--- src/cpurf_defs.vh ---
// Constants for the CPU register file, flag word and reset entry
`ifndef CPURF_DEFS_VH
`define CPURF_DEFS_VH
// APB byte offsets
`define CPURF_OFS_SEL 12'h000
`define CPURF_OFS_DATA 12'h004
`define CPURF_OFS_FLAG 12'h008
`define CPURF_OFS_MODE 12'h00C
`define CPURF_OFS_STAT 12'h010
// Register selector codes
`define CPURF_SEL_R0 5'h00
`define CPURF_SEL_R1 5'h01
`define CPURF_SEL_R2 5'h02
`define CPURF_SEL_R3 5'h03
`define CPURF_SEL_A0 5'h04
`define CPURF_SEL_A1 5'h05
`define CPURF_SEL_FB 5'h06
`define CPURF_SEL_SB 5'h07
`define CPURF_SEL_PC 5'h08
`define CPURF_SEL_VECTOR_TABLE_BASE 5'h09
`define CPURF_SEL_USP 5'h0A
`define CPURF_SEL_ISP 5'h0B
`define CPURF_SEL_SP 5'h0C
`define CPURF_SEL_R0L 5'h0D
`define CPURF_SEL_R0H 5'h0E
`define CPURF_SEL_R1L 5'h0F
`define CPURF_SEL_R1H 5'h10
`define CPURF_SEL_DATA_PAIR_LOW 5'h11
`define CPURF_SEL_DATA_PAIR_HIGH 5'h12
`define CPURF_SEL_ADDR_REG_PAIR 5'h13
// Flag word bit positions
`define CPURF_FLG_C 0
`define CPURF_FLG_D 1
`define CPURF_FLG_Z 2
`define CPURF_FLG_S 3
`define CPURF_FLG_B 4
`define CPURF_FLG_O 5
`define CPURF_FLG_I 6
`define CPURF_FLG_U 7
`define CPURF_FLG_IPL_LO 12
`define CPURF_FLG_IPL_HI 14
`define CPURF_FLG_MASK 16'h70FF
`define CPURF_FLG_RESET 16'h0000
// Mode control: software reset bit
`define CPURF_MODE_SWRST 3
// Reset timing
`define CPURF_RST_MIN_CYCLES 20
`define CPURF_RST_CNT_W 5
`endif

--- src/cpurf_core.v ---
// CPU programmer-visible register file with flag word and reset entry
//
// The APB interface to the registers and the placing of the registers were chosen for this implementation.
`timescale 1ns/1ps
`default_nettype none
`include "cpurf_defs.vh"

module cpurf_core #(
   parameter RESET_VECTOR = 20'hFFFFC
) (
   // System
   input wire clock,
   input wire sys_rst,
   // Reset pin, active low, asynchronous to clock
   input wire resetPin_n,
   // APB slave
   input wire psel,
   input wire penable,
   input wire pwrite,
   input wire [11:0] paddr,
   input wire [31:0] pwdata,
   output reg [31:0] prdata,
   output reg pready,
   output reg pslverr,
   // ALU result flags, valid with aluUpdate
   input wire aluUpdate,
   input wire aluCarry,
   input wire aluZero,
   input wire aluSign,
   input wire aluOverflow,
   // Instruction completion and interrupt events
   input wire instrDone,
   input wire hwIntAck,
   input wire swIntExec,
   input wire [5:0] swIntNum,
   input wire irqRequest,
   input wire [2:0] irqPriority,
   // Status outputs
   output reg irqAccept,
   output reg stepIrq,
   output reg fetchStart,
   output reg [19:0] fetchAddr,
   output reg cpuInReset,
   output reg ramPreserve
);

   // Reset sequencing states
   localparam ST_RESET = 3'b001;
   localparam ST_FETCH = 3'b010;
   localparam ST_RUN = 3'b100;

   // Banked storage is not cleared by reset, like a RAM-based register
   // file; software must load a register before it relies on its value
   reg [15:0] bankData [0:1][0:3];
   reg [15:0] bankAddr [0:1][0:1];
   reg [15:0] bankFb [0:1];
   reg [15:0] sbReg;
   reg [19:0] pcReg;
   reg [19:0] intbReg;
   reg [15:0] uspReg;
   reg [15:0] ispReg;
   reg [15:0] flag_reg;
   reg [15:0] flag_next;
   reg [4:0] sel_reg;
   reg [2:0] state_reg;
   reg [`CPURF_RST_CNT_W-1:0] rstCnt_reg;
   reg pinS1, pinS2, pinS3;
   reg hwRstLevel;
   reg swRst_reg;
   reg [31:0] rdMux;
   reg [31:0] rdReg;

   wire bank = flag_reg[`CPURF_FLG_B];
   // Writes land only on the completing access edge, so a side effect
   // such as the software reset pulse fires once per transfer
   wire wrEn = psel & penable & pwrite & pready;
   wire rdEn = psel & penable & ~pwrite;
   wire anyRst = sys_rst | hwRstLevel | swRst_reg;
   wire uSel = flag_reg[`CPURF_FLG_U];
   wire wrData = wrEn & (paddr == `CPURF_OFS_DATA);
   wire [2:0] cpu_priority_level = flag_reg[`CPURF_FLG_IPL_HI:`CPURF_FLG_IPL_LO];

   // Reserved flag bits are forced to zero wherever the word is loaded
   function [15:0] flagClean;
      input [15:0] v;
      begin
         flagClean = v & `CPURF_FLG_MASK;
      end
   endfunction

   // Mapped offsets only; any other address answers with an error
   function addrKnown;
      input [11:0] a;
      begin
         if (a == `CPURF_OFS_SEL) begin
            addrKnown = 1'b1;
         end else if (a == `CPURF_OFS_DATA) begin
            addrKnown = 1'b1;
         end else if (a == `CPURF_OFS_FLAG) begin
            addrKnown = 1'b1;
         end else if (a == `CPURF_OFS_MODE) begin
            addrKnown = 1'b1;
         end else if (a == `CPURF_OFS_STAT) begin
            addrKnown = 1'b1;
         end else begin
            addrKnown = 1'b0;
         end
      end
   endfunction

   // Pin synchroniser; a level counts once the second and third stages agree
   always @(posedge clock) begin
      pinS1 <= resetPin_n;
      pinS2 <= pinS1;
      pinS3 <= pinS2;
   end

   // Pin must be seen low for the minimum cycles before reset is taken;
   // shorter glitches are ignored
   always @(posedge clock) begin
      if (sys_rst) begin
         rstCnt_reg <= {`CPURF_RST_CNT_W{1'b0}};
         hwRstLevel <= 1'b0;
      end else if (pinS2 == pinS3 && !pinS3) begin
         if (rstCnt_reg != `CPURF_RST_MIN_CYCLES - 1) begin
            rstCnt_reg <= rstCnt_reg + 1'b1;
         end else begin
            hwRstLevel <= 1'b1;
         end
      end else if (pinS2 == pinS3) begin
         rstCnt_reg <= {`CPURF_RST_CNT_W{1'b0}};
         hwRstLevel <= 1'b0;
      end
   end

   // Flag word next value; acknowledge clears take precedence over writes
   always @* begin
      flag_next = flag_reg;
      if (wrEn && paddr == `CPURF_OFS_FLAG) begin
         flag_next = flagClean(pwdata[15:0]);
      end
      if (aluUpdate) begin
         flag_next[`CPURF_FLG_C] = aluCarry;
         flag_next[`CPURF_FLG_Z] = aluZero;
         flag_next[`CPURF_FLG_S] = aluSign;
         flag_next[`CPURF_FLG_O] = aluOverflow;
      end
      if (hwIntAck || (swIntExec && swIntNum < 6'h20)) begin
         flag_next[`CPURF_FLG_U] = 1'b0;
      end
      if (hwIntAck) begin
         flag_next[`CPURF_FLG_D] = 1'b0;
         flag_next[`CPURF_FLG_I] = 1'b0;
      end
   end

   // One reset path serves pin, system and software sources alike
   always @(posedge clock) begin
      if (anyRst) begin
         flag_reg <= `CPURF_FLG_RESET;
         state_reg <= ST_RESET;
         pcReg <= 20'h00000;
      end else begin
         flag_reg <= flag_next;
         case (state_reg)
            ST_RESET: begin
               state_reg <= ST_FETCH;
            end
            ST_FETCH: begin
               pcReg <= RESET_VECTOR;
               state_reg <= ST_RUN;
            end
            ST_RUN: begin
               if (wrData && sel_reg == `CPURF_SEL_PC) begin
                  pcReg <= pwdata[19:0];
               end
            end
            default: begin
               state_reg <= ST_RESET;
            end
         endcase
      end
   end

   // Software reset pulse; RAM lives outside and is never touched here
   // One cycle is enough, since every reset branch is synchronous
   always @(posedge clock) begin
      if (sys_rst) begin
         swRst_reg <= 1'b0;
      end else begin
         swRst_reg <= wrEn && paddr == `CPURF_OFS_MODE
            && pwdata[`CPURF_MODE_SWRST];
      end
   end

   // General registers: written through the selector window
   always @(posedge clock) begin
      if (anyRst) begin
         sel_reg <= 5'h00;
         sbReg <= 16'h0000;
         intbReg <= 20'h00000;
         uspReg <= 16'h0000;
         ispReg <= 16'h0000;
      end else begin
         if (wrEn && paddr == `CPURF_OFS_SEL) begin
            sel_reg <= pwdata[4:0];
         end
         if (wrData) begin
            case (sel_reg)
               `CPURF_SEL_R0, `CPURF_SEL_R1, `CPURF_SEL_R2,
               `CPURF_SEL_R3: begin
                  bankData[bank][sel_reg[1:0]] <= pwdata[15:0];
               end
               `CPURF_SEL_A0, `CPURF_SEL_A1: begin
                  bankAddr[bank][sel_reg[0]] <= pwdata[15:0];
               end
               `CPURF_SEL_FB: begin
                  bankFb[bank] <= pwdata[15:0];
               end
               `CPURF_SEL_SB: begin
                  sbReg <= pwdata[15:0];
               end
               `CPURF_SEL_VECTOR_TABLE_BASE: begin
                  intbReg <= pwdata[19:0];
               end
               `CPURF_SEL_USP: begin
                  uspReg <= pwdata[15:0];
               end
               `CPURF_SEL_ISP: begin
                  ispReg <= pwdata[15:0];
               end
               `CPURF_SEL_SP: begin
                  if (uSel) begin
                     uspReg <= pwdata[15:0];
                  end else begin
                     ispReg <= pwdata[15:0];
                  end
               end
               `CPURF_SEL_R0L: begin
                  bankData[bank][0][7:0] <= pwdata[7:0];
               end
               `CPURF_SEL_R0H: begin
                  bankData[bank][0][15:8] <= pwdata[7:0];
               end
               `CPURF_SEL_R1L: begin
                  bankData[bank][1][7:0] <= pwdata[7:0];
               end
               `CPURF_SEL_R1H: begin
                  bankData[bank][1][15:8] <= pwdata[7:0];
               end
               `CPURF_SEL_DATA_PAIR_LOW: begin
                  bankData[bank][0] <= pwdata[15:0];
                  bankData[bank][2] <= pwdata[31:16];
               end
               `CPURF_SEL_DATA_PAIR_HIGH: begin
                  bankData[bank][1] <= pwdata[15:0];
                  bankData[bank][3] <= pwdata[31:16];
               end
               `CPURF_SEL_ADDR_REG_PAIR: begin
                  bankAddr[bank][0] <= pwdata[15:0];
                  bankAddr[bank][1] <= pwdata[31:16];
               end
               default: begin
               end
            endcase
         end
      end
   end

   // Read selection of the register named by the selector
   always @* begin
      rdReg = 32'h00000000;
      case (sel_reg)
         `CPURF_SEL_R0, `CPURF_SEL_R1, `CPURF_SEL_R2, `CPURF_SEL_R3:
            rdReg = {16'h0000, bankData[bank][sel_reg[1:0]]};
         `CPURF_SEL_A0, `CPURF_SEL_A1:
            rdReg = {16'h0000, bankAddr[bank][sel_reg[0]]};
         `CPURF_SEL_FB: rdReg = {16'h0000, bankFb[bank]};
         `CPURF_SEL_SB: rdReg = {16'h0000, sbReg};
         `CPURF_SEL_PC: rdReg = {12'h000, pcReg};
         `CPURF_SEL_VECTOR_TABLE_BASE: rdReg = {12'h000, intbReg};
         `CPURF_SEL_USP: rdReg = {16'h0000, uspReg};
         `CPURF_SEL_ISP: rdReg = {16'h0000, ispReg};
         `CPURF_SEL_SP: rdReg = {16'h0000, uSel ? uspReg : ispReg};
         `CPURF_SEL_R0L: rdReg = {24'h000000, bankData[bank][0][7:0]};
         `CPURF_SEL_R0H: rdReg = {24'h000000, bankData[bank][0][15:8]};
         `CPURF_SEL_R1L: rdReg = {24'h000000, bankData[bank][1][7:0]};
         `CPURF_SEL_R1H: rdReg = {24'h000000, bankData[bank][1][15:8]};
         `CPURF_SEL_DATA_PAIR_LOW: rdReg = {bankData[bank][2], bankData[bank][0]};
         `CPURF_SEL_DATA_PAIR_HIGH: rdReg = {bankData[bank][3], bankData[bank][1]};
         `CPURF_SEL_ADDR_REG_PAIR: rdReg = {bankAddr[bank][1], bankAddr[bank][0]};
         default: rdReg = 32'h00000000;
      endcase
   end

   always @* begin
      if (paddr == `CPURF_OFS_SEL) begin
         rdMux = {27'h0000000, sel_reg};
      end else if (paddr == `CPURF_OFS_DATA) begin
         rdMux = rdReg;
      end else if (paddr == `CPURF_OFS_FLAG) begin
         rdMux = {16'h0000, flagClean(flag_reg)};
      end else if (paddr == `CPURF_OFS_MODE) begin
         // The reset bit is a one-shot command and reads back as zero
         rdMux = 32'h00000000;
      end else if (paddr == `CPURF_OFS_STAT) begin
         rdMux = {29'h00000000, state_reg};
      end else begin
         rdMux = 32'h00000000;
      end
   end

   // APB answer: one wait state, ready on the second access cycle
   // pslverr only means something together with pready, so both are
   // raised on the same edge and dropped together
   always @(posedge clock) begin
      if (sys_rst) begin
         pready <= 1'b0;
         pslverr <= 1'b0;
         prdata <= 32'h00000000;
      end else begin
         pready <= psel & penable & ~pready;
         pslverr <= psel & penable & ~pready & ~addrKnown(paddr);
         if (rdEn && !pready) begin
            prdata <= rdMux;
         end
      end
   end

   // Event outputs
   // The fetch address is held at the reset vector outside reset and cleared to zero during any reset,
   // so a fetch unit may latch it on the pulse without its own copy
   always @(posedge clock) begin
      if (anyRst) begin
         irqAccept <= 1'b0;
         stepIrq <= 1'b0;
         fetchStart <= 1'b0;
         fetchAddr <= 20'h00000;
         cpuInReset <= 1'b1;
         ramPreserve <= 1'b0;
      end else begin
         irqAccept <= irqRequest && flag_reg[`CPURF_FLG_I]
            && irqPriority > cpu_priority_level;
         stepIrq <= instrDone && flag_reg[`CPURF_FLG_D];
         fetchStart <= state_reg == ST_FETCH;
         fetchAddr <= RESET_VECTOR;
         cpuInReset <= state_reg == ST_RESET;
         ramPreserve <= 1'b1;
      end
   end

endmodule
`default_nettype wire

--- config.mk ---
export PLATFORM = sky130hd
export DESIGN_NAME = cpurf_core
export DESIGN_NICKNAME = d
export VERILOG_FILES = /design/src/cpurf_core.v
export VERILOG_INCLUDE_DIRS = /design/src
export SDC_FILE = /design/constraint.sdc
export NUM_CORES = 1
export LEC_CHECK = 0
export ABC_AREA = 1
export BUFFER_PORTS_ARGS = -buffer_cell sky130_fd_sc_hd__buf_4
export CORE_AREA = 2 2 137 273
export DETAILED_ROUTE_END_ITERATION = 12
export DIE_AREA = 0 0 139 275
export PLACE_DENSITY = 0.65
export SLEW_MARGIN = 15
export SYNTH_ARGS = -nofsm -noshare
export SYNTH_HDL_FRONTEND = slang
export SYNTH_SLANG_ARGS = --single-unit
export TNS_END_PERCENT = 10
--- constraint.sdc ---
create_clock -name clock -period 5.3 [get_ports clock]
set_clock_uncertainty 0.05 [all_clocks]
set_input_delay 1.59 -clock clock [delete_from_list [all_inputs] [get_ports clock]]
set_output_delay 1.59 -clock clock [all_outputs]
set_load 0.1 [all_outputs]
=== After elaboration in Yosys (flattened, before gate mapping) ===
Memories as Yosys holds them, arrays and structs flattened. A register that Yosys moved wholly into a read port is not among the register bits.
Cells that the tools add are included.

* Flip-flop bits (word level): 176
* RAM bits: 224
* Memories kept: 3

{| class="wikitable"
|+ Memory list
! name !! words !! bits a word !! rd ports !! clocked after Yosys merged registers in !! wr ports !! RTL line !! source
|-
| bankData || 2 || 64 || 1 || 1 || 1 || cpurf_core.v:54 || <nowiki>reg [15:0] bankData [0:1][0:3];</nowiki>
|-
| bankAddr || 2 || 32 || 1 || 1 || 1 || cpurf_core.v:55 || <nowiki>reg [15:0] bankAddr [0:1][0:1];</nowiki>
|-
| bankFb || 2 || 16 || 1 || 1 || 1 || cpurf_core.v:56 || <nowiki>reg [15:0] bankFb [0:1];</nowiki>
|}

* Add/sub/neg operators: 1
* Order comparisons: 6
* Eq/ne operators: 33
* Mux-type cells: 216
* Bitwise logic cells: 142
* Reductions and logical operators: 34

{| class="wikitable"
|+ Operators with widths
! kind !! number
|-
| $pmux W32 S16 || 1
|-
| $mux W1 || 184
|-
| $mux W16 || 10
|-
| $or A1 B1 Y1 || 130
|-
| $mux W32 || 3
|-
| $mux W64 || 1
|-
| $pmux W16 S2 || 2
|-
| $eq A5 B4 Y1 const B || 8
|-
| $mux W20 || 2
|-
| $pmux W20 S2 || 1
|-
| $bmux W16 S2 || 1
|-
| $demux W16 S2 || 1
|-
| $eq A12 B4 Y1 const B || 2
|-
| $eq A5 B3 Y1 const B || 4
|-
| $eq A5 B5 Y1 const B || 4
|-
| $demux W16 S1 || 1
|-
| $mux W15 || 1
|-
| $mux W5 || 3
|-
| $logic_and A1 B1 Y1 || 13
|-
| $eq A12 B3 Y1 const B || 1
|-
| $eq A12 B5 Y1 const B || 1
|-
| $logic_not A12 Y1 || 1
|-
| $eq A5 B2 Y1 const B || 2
|-
| $reduce_and A2 Y1 || 5
|-
| 30 further kinds || 50
|}

=== Longest topological paths before layout ===
Gate-level depths: netlist of run 1.

* Depth in word-level cells: 9
* Depth in mapped cells: 15
* Gate-level depth less buffers: 13

=== Least setup slack after synthesis of run 1 ===
Ideal clock, no wire load.

* Kind: input port to flip-flop
* Start: input paddr[1]
* End: memory bankFb[0][0] (enable)
* Library setup time: 0.409 ns
* Data arrival time: 3.584 ns
* Required time: 4.841 ns
* Slack: 1.257 ns
* Cell stages on the path: 9
* Buffers on the path: 0
* Cell sequence: nor2_1 > nand2_1 > nor2_1 > inv_2 > nor2_4 > nand2_4 > nor2_8 > inv_2 > nor3_1

* Longest elaborated chain between the ends: 5

{| class="wikitable"
|+ RTL lines
! element !! RTL line !! source
|-
| start, declared || cpurf_core.v:20 || <nowiki>input wire [11:0] paddr,</nowiki>
|-
| $eq A12 B3 Y1 (no line) || n/a ||
|-
| $and A1 B1 Y1 || cpurf_core.v:80 || <nowiki>wire wrData = wrEn & (paddr == `CPURF_OFS_DATA);</nowiki>
|-
| $mux W1 || cpurf_core.v:208 || <nowiki>if (wrData) begin</nowiki>
|-
| $mux W1 || cpurf_core.v:198 || <nowiki>if (anyRst) begin</nowiki>
|-
| $mux W1 (not written as such) || cpurf_core.v:218 || <nowiki>bankFb[bank] <= pwdata[15:0];</nowiki>
|-
| end, declared || cpurf_core.v:56 ||
|}

Every way passes these cells.

=== Worst setup path after layout of run 1 ===
* Start: input paddr[6]
* End: memory bankData[1][25] in the netlist's numbering (enable)

* Longest elaborated chain between the ends: 6
* Elaborated cells between the ends (all ways): 9

{| class="wikitable"
|+ RTL lines
! element !! RTL line
|-
| $eq A12 B3 Y1 (no line) (*) || n/a
|-
| $and A1 B1 Y1 (*) || cpurf_core.v:80
|-
| $mux W1 || cpurf_core.v:208
|-
| $mux W1 || cpurf_core.v:198
|-
| $mux W64 (not written as such) / $mux W1 (equally long branches) || cpurf_core.v:212, cpurf_core.v:253
|-
| $or A1 B1 Y1 (no line) (*) || n/a
|-
| end, declared || cpurf_core.v:54
|}

Every way passes the cells marked *; elsewhere a longest branch is shown, timed or not.

==> results_dict.tcl, run 1 <==
set metrics [dict create \
    clockBufferDepth 3 \
    powerDensity_mw_per_mm2 302 \
    post-route-util_pct 55.9 \
    dieArea_mm2 0.0382 \
    grt_overflow 0 \
    root_buffer "clkbuf_16" \
    path_delay_family "simple AND/OR/NAND/NOR gates" \
    worst_setup_path_start_kind "primary input" \
    track_usage_pct 30.5 \
    syn_avg_cell_area_um2 8.49 \
    die_h_um 275 \
    cts_sinks 381 \
    yosysSeqAreaShare_pct 55.0 \
    routed_via_density 5.69 \
    cp_num_buf_inv 4 \
    antenna_found_initial 0 \
    synth_top_area_share_pct 37.5 \
    ant_nets 0 \
    cts.repair_timing.setup_buffer_count 0 \
    p_leak_nw 7.94 \
    worstSetupEndpointType "register" \
    drv_cap 0 \
    wl_per_cell_um 22.3 \
    drc_errors 0 \
    start_util_pct 49.6 \
    seq_area_mm2 0.00987 \
    areaGrowthSynthToFinish_pct 12.7 \
    clk_latency_ns 0.54 \
    largest_reg_flops 128 \
    top_regs "bankData x128, bankAddr x64" \
    fill_cells 3393 \
    synthCells 2112 \
    grt_start_max_net_pins 102 \
    rsz0062_at_grt "no" \
    peakVddDrop_v 0.000291 \
    hpwl_mm 42.0 \
    async_reset_ff_share_pct 0 \
    synth_ff_type "edfxtp_1" \
    hold_violations 0 \
    drv_slew 0 \
    numCtsBuffers 36 \
    synth_area_mm2 0.0179 \
    finalSetupTns_ns 0 \
    largest-register "bankData" \
    via_count 15100 \
    layout-drive-gt1-share_pct 12.7 \
    period_needed_ns 3.82 \
    first_pass_iters 5 \
    totalWireLength_mm 59.5 \
    synth_edf_count 224 \
    min_period_over_period_pct 72.0 \
    layout_common_cells "nand2_1, edfxtp_1, o21ai_0" \
    place_inst 2600 \
    relSlewSlack_pct 25.7 \
    cp.required_ns 5.49 \
    max_freq_mhz 262 \
    first_iter_violations 1615 \
    fin_cells 2662 \
    fp.dieW_um 139 \
    criticalPathCategory "in2reg" \
    yosys.area.top_type "edfxtp_1" \
    synthTopCellsByArea "edfxtp_1, dfxtp_1, nand2_1" \
    ctsHoldBuffers 0 \
    core-area_mm2 0.0362 \
    worst_slew_pin_slew_ns 1.11 \
    fin_nets 2257 \
    critPathSlowestCell "inv_2" \
    hp-class "reg2reg" \
    synth.distinct_cells 51 \
    grt_pass1_wl_mm 87.0 \
    arrival_ns 4.00 \
    ys_ff_latch 381 \
    clkTransAtPathRegs_ns 0.07 \
    numPortBuffers 119 \
    rows 99 \
    setup_viol 0 \
    cp_max_fo 25 \
    critPathMaxStageDelay_ns 0.40 \
    place_congestion 0.984 \
    antenna-diode-count 0 \
    outcome "completed" \
    final_common_cell "nand2_1" \
    cts_max_level 2 \
    multiInputGateArea_mm2 0.00677 \
    cts_resized 0 \
    cp_cell_sequence "buf_4 -> inv_1 -> nand2_1 -> nor2_2 -> nand4_1 -> nor2_4 -> nand2_4 -> nor2_8 -> nand2_1 -> inv_2 -> a21oi_1 -> nor2_1 -> buf_4" \
    ios 127 \
    ys_warn_count 0 \
    grt_pass1_vias 14100 \
    cts_tree "built" \
]
==> where the power goes <==
group / internal, mW / switching [mW] / leakage [nW]
clock: 1.47 / 1.12 / 0.564
sequential: 3.16 / 0.0195 / 3.28
combinational: 0.0869 / 0.252 / 4.09
==> path summary, 6_finish.rpt <==
path,endpoint,slack (ns),startpoint,depth (start not counted)
worst max-delay path,bankData[1][25],1.48,paddr[6],13
worst max register to register,uspReg[0],1.57,sel_reg[0],10
worst min-delay path,pinS2,0.29,pinS1,0
worst min register to register,pinS2,0.29,pinS1,0
==> cell usage after synthesis (2+ instances only) <==
cell type	n
inv_2	17
o31ai_1	6
o211ai_1	17
nand2_4	4
nor2_4	10
edfxtp_1	224
nand4_1	30
o2111ai_1	6
a21boi_0	14
clkinv_1	2
inv_1	151
and2_1	3
o21a_1	3
nand2_1	651
o22ai_1	9
a31oi_1	25
or2_2	5
a211oi_1	2
nand3_1	85
dfxtp_1	157
ha_1	5
nor2_1	113
nand2_2	6
o221ai_1	6
o21bai_1	2
nor3_1	23
a21oi_1	151
o21ai_0	166
nor2_8	2
nor2_2	7
o21ai_1	61
mux2i_1	8
clkbuf_1	36
buf_2	49
buf_1	2
buf_4	39
==> kinds of logic (layout without fill, tap and decap cells) <==
kind of cell    count (synthesis)  count (layout)  synth area share [%]
compound gates                472             472                  14.4
xor+xnor                        1               1                0.0489
fa+ha+maj                       5               5                 0.349
buf+inv                       297             392                  7.38
flops                         381             381                  55.0
mux                             8               8                 0.447
other cells                     1               2                0.0209
simple gates                  947             947                  22.3
==> metal layers <==
layer,vias to the layer above,global-route usage (%),share of wire [%]
li1,7230,-,-
met1,6922,36.5,36
met2,770,49.6,47
met3,214,5.03,8.1
met4,0,22.8,8.7
met5,-,0,0
==> cell type report <==
cell class	instances	area share, %
sequential	381	48.9
multi-input combinational	1435	33.5
timing repair buffer	159	5.91
clock buffer	46	4.90
inverter	171	3.19
tap	454	2.81
clock inverter	16	0.817
==> worst register-to-register path: cells and delay by family (launching register included) <==
kind / cells / cell delay (ns)
flip-flops: 1 / 0.30
buffers and inverters: 3 / 1.10
AND/OR/NAND/NOR: 5 / 1.89
AO/OA/AOI/OAI: 2 / 0.33
==> metrics by stage <==
stage                     total power [mW]  setup slack, ns  cell area [um2]  hold WS (ns)
after global placement                3.57            0.978            19100         0.270
after floorplan                       3.45             1.26            17900         0.260
after CTS                             6.12             1.48            20200         0.285
after global routing                  6.25             1.26            20200         0.302
final                                 6.11             1.48            20200         0.286
after detailed placement              3.58            0.938            19100         0.268
(Power assumes the default switching activity.)
==> run 2, diff against run 1 <==
Clock period 5.3 ns to 3.7 ns, I/O delays scaled along.
==> results_dict.tcl, run 2 (synthesis gave the netlist of run 1 again) <==
set metrics [dict create \
    ctsHoldBuffers 0 \
    preCtsSetupSlack_ns 0.301 \
    numPortBuffers 119 \
    worst_setup_path_start_kind "register" \
    min_period_over_period_pct 86.1 \
    place_inst 2626 \
    cts_sinks 381 \
    cp_max_fo 32 \
    final_common_cell "nand2_1" \
    multiInputGateArea_mm2 0.00677 \
    ant_nets 0 \
    use_met2_pct 51.8 \
    p_total_mw 9.14 \
    cts_resized 0 \
    gr-usage-met3_pct 4.60 \
    die_h_um 275 \
    clkTransAtPathRegs_ns 0.07 \
    fp.dieW_um 139 \
    cp.required_ns 4.13 \
    fill_cells 3346 \
    core-area_mm2 0.0362 \
    dieArea_mm2 0.0382 \
    powerDensity_mw_per_mm2 444 \
    setup_viol 0 \
    period_needed_ns 3.18 \
    criticalPathCategory "reg2reg" \
    layout_common_cells "nand2_1, edfxtp_1, buf_4" \
    grt_pass1_vias 14400 \
    busiest_layer "met2" \
    hpwl_mm 43.1 \
    place_area_mm2 0.0193 \
    grt_overflow 0 \
    largest-register "bankData" \
    routed_via_density 5.70 \
    areaGrowthSynthToFinish_pct 14.9 \
    cts_max_level 2 \
    antenna_found_initial 0 \
    finalWorstSetupSlack_ns 0.515 \
    largest_reg_flops 128 \
    drv_cap 0 \
    wl_per_cell_um 22.6 \
    grt_pass1_wl_mm 88.8 \
    cts.repair_timing.setup_buffer_count 0 \
    ios 127 \
    worstSetupEndpointType "register" \
    first_iter_violations 1590 \
    worst_slew_pin_slew_ns 1.10 \
    top_regs "bankData x128, bankAddr x64" \
    fin_cells 2696 \
    fin_nets 2284 \
    critPathMaxStageDelay_ns 0.88 \
    first_pass_iters 6 \
    place_congestion 1.03 \
    hp-class "reg2reg" \
    crit_top_cell "nor2_4" \
    relSlewSlack_pct 26.0 \
    clockBufferDepth 3 \
    totalWireLength_mm 60.9 \
    rows 99 \
    grt_start_max_net_pins 102 \
    start_util_pct 49.6 \
    arrival_ns 3.61 \
    seq_area_mm2 0.00987 \
    outcome "completed" \
    use_met1_pct 37.0 \
    finalInstanceArea_mm2 0.0206 \
    via_count 15400 \
    p_leak_nw 8.16 \
    cp_cell_sequence "nand2_4 -> nor2_4 -> nand2_2 -> clkinv_2 -> o21ai_2 -> nor2_4 -> o21ai_0 -> a21oi_1" \
    cts_tree "built" \
    root_buffer "clkbuf_16" \
    clk_latency_ns 0.55 \
    numCtsBuffers 37 \
    rsz0062_at_grt "no" \
    finalSetupTns_ns 0 \
    peakVddDrop_v 0.000514 \
    critPathSlowestCell "dfxtp_1" \
    track_usage_pct 31.3 \
    max_freq_mhz 314 \
    drv_slew 0 \
    drc_errors 0 \
    hold_violations 0 \
    layout-drive-gt1-share_pct 13.9 \
]
-- run 2: worst paths after layout --
check             slack [ns]        end  cells past startpoint       start
setup / recovery        0.52  ispReg[0]                      8  sel_reg[0]
hold / removal          0.28      pinS2                      0       pinS1
setup reg to reg        0.52  ispReg[0]                      8  sel_reg[0]
hold reg to reg         0.28      pinS2                      0       pinS1
-- run 2: layer usage --
metal	up-vias	share of wire, %
met2	724	47
met4	0	8.8
met1	7141	36
met3	219	7.6
li1	7294	-
met5	-	0
-- run 2: critical path, delay by kind of cell (launching register included) --
family | cells | cell delay [ns]
simple gates | 4 | 1.51
flops | 1 | 0.88
compound gates | 3 | 0.44
buf+inv | 1 | 0.21
-- run 2: layout make-up --
| cell class | instances | area share, % |
|---|---|---|
| multi-input combinational | 1435 | 32.9 |
| timing repair buffer | 185 | 6.98 |
| inverter | 171 | 3.13 |
| tap | 454 | 2.76 |
| clock inverter | 23 | 1.44 |
| antenna | 2 | 0.0243 |
| clock buffer | 45 | 4.89 |
| sequential | 381 | 47.9 |
-- run 2: where the power goes --
part           switching (mW)  internal, mW
clock network            1.66          2.44
logic                   0.364         0.126
registers              0.0286          4.52
-- run 2: per-stage QoR --
step	hold WS, ns	utilization (%)
after floorplan	0.260	-
after global placement	0.260	53.4
after detailed placement	0.264	53.4
after CTS	0.278	57.0
after global routing	0.278	57.0
final	0.277	57.0
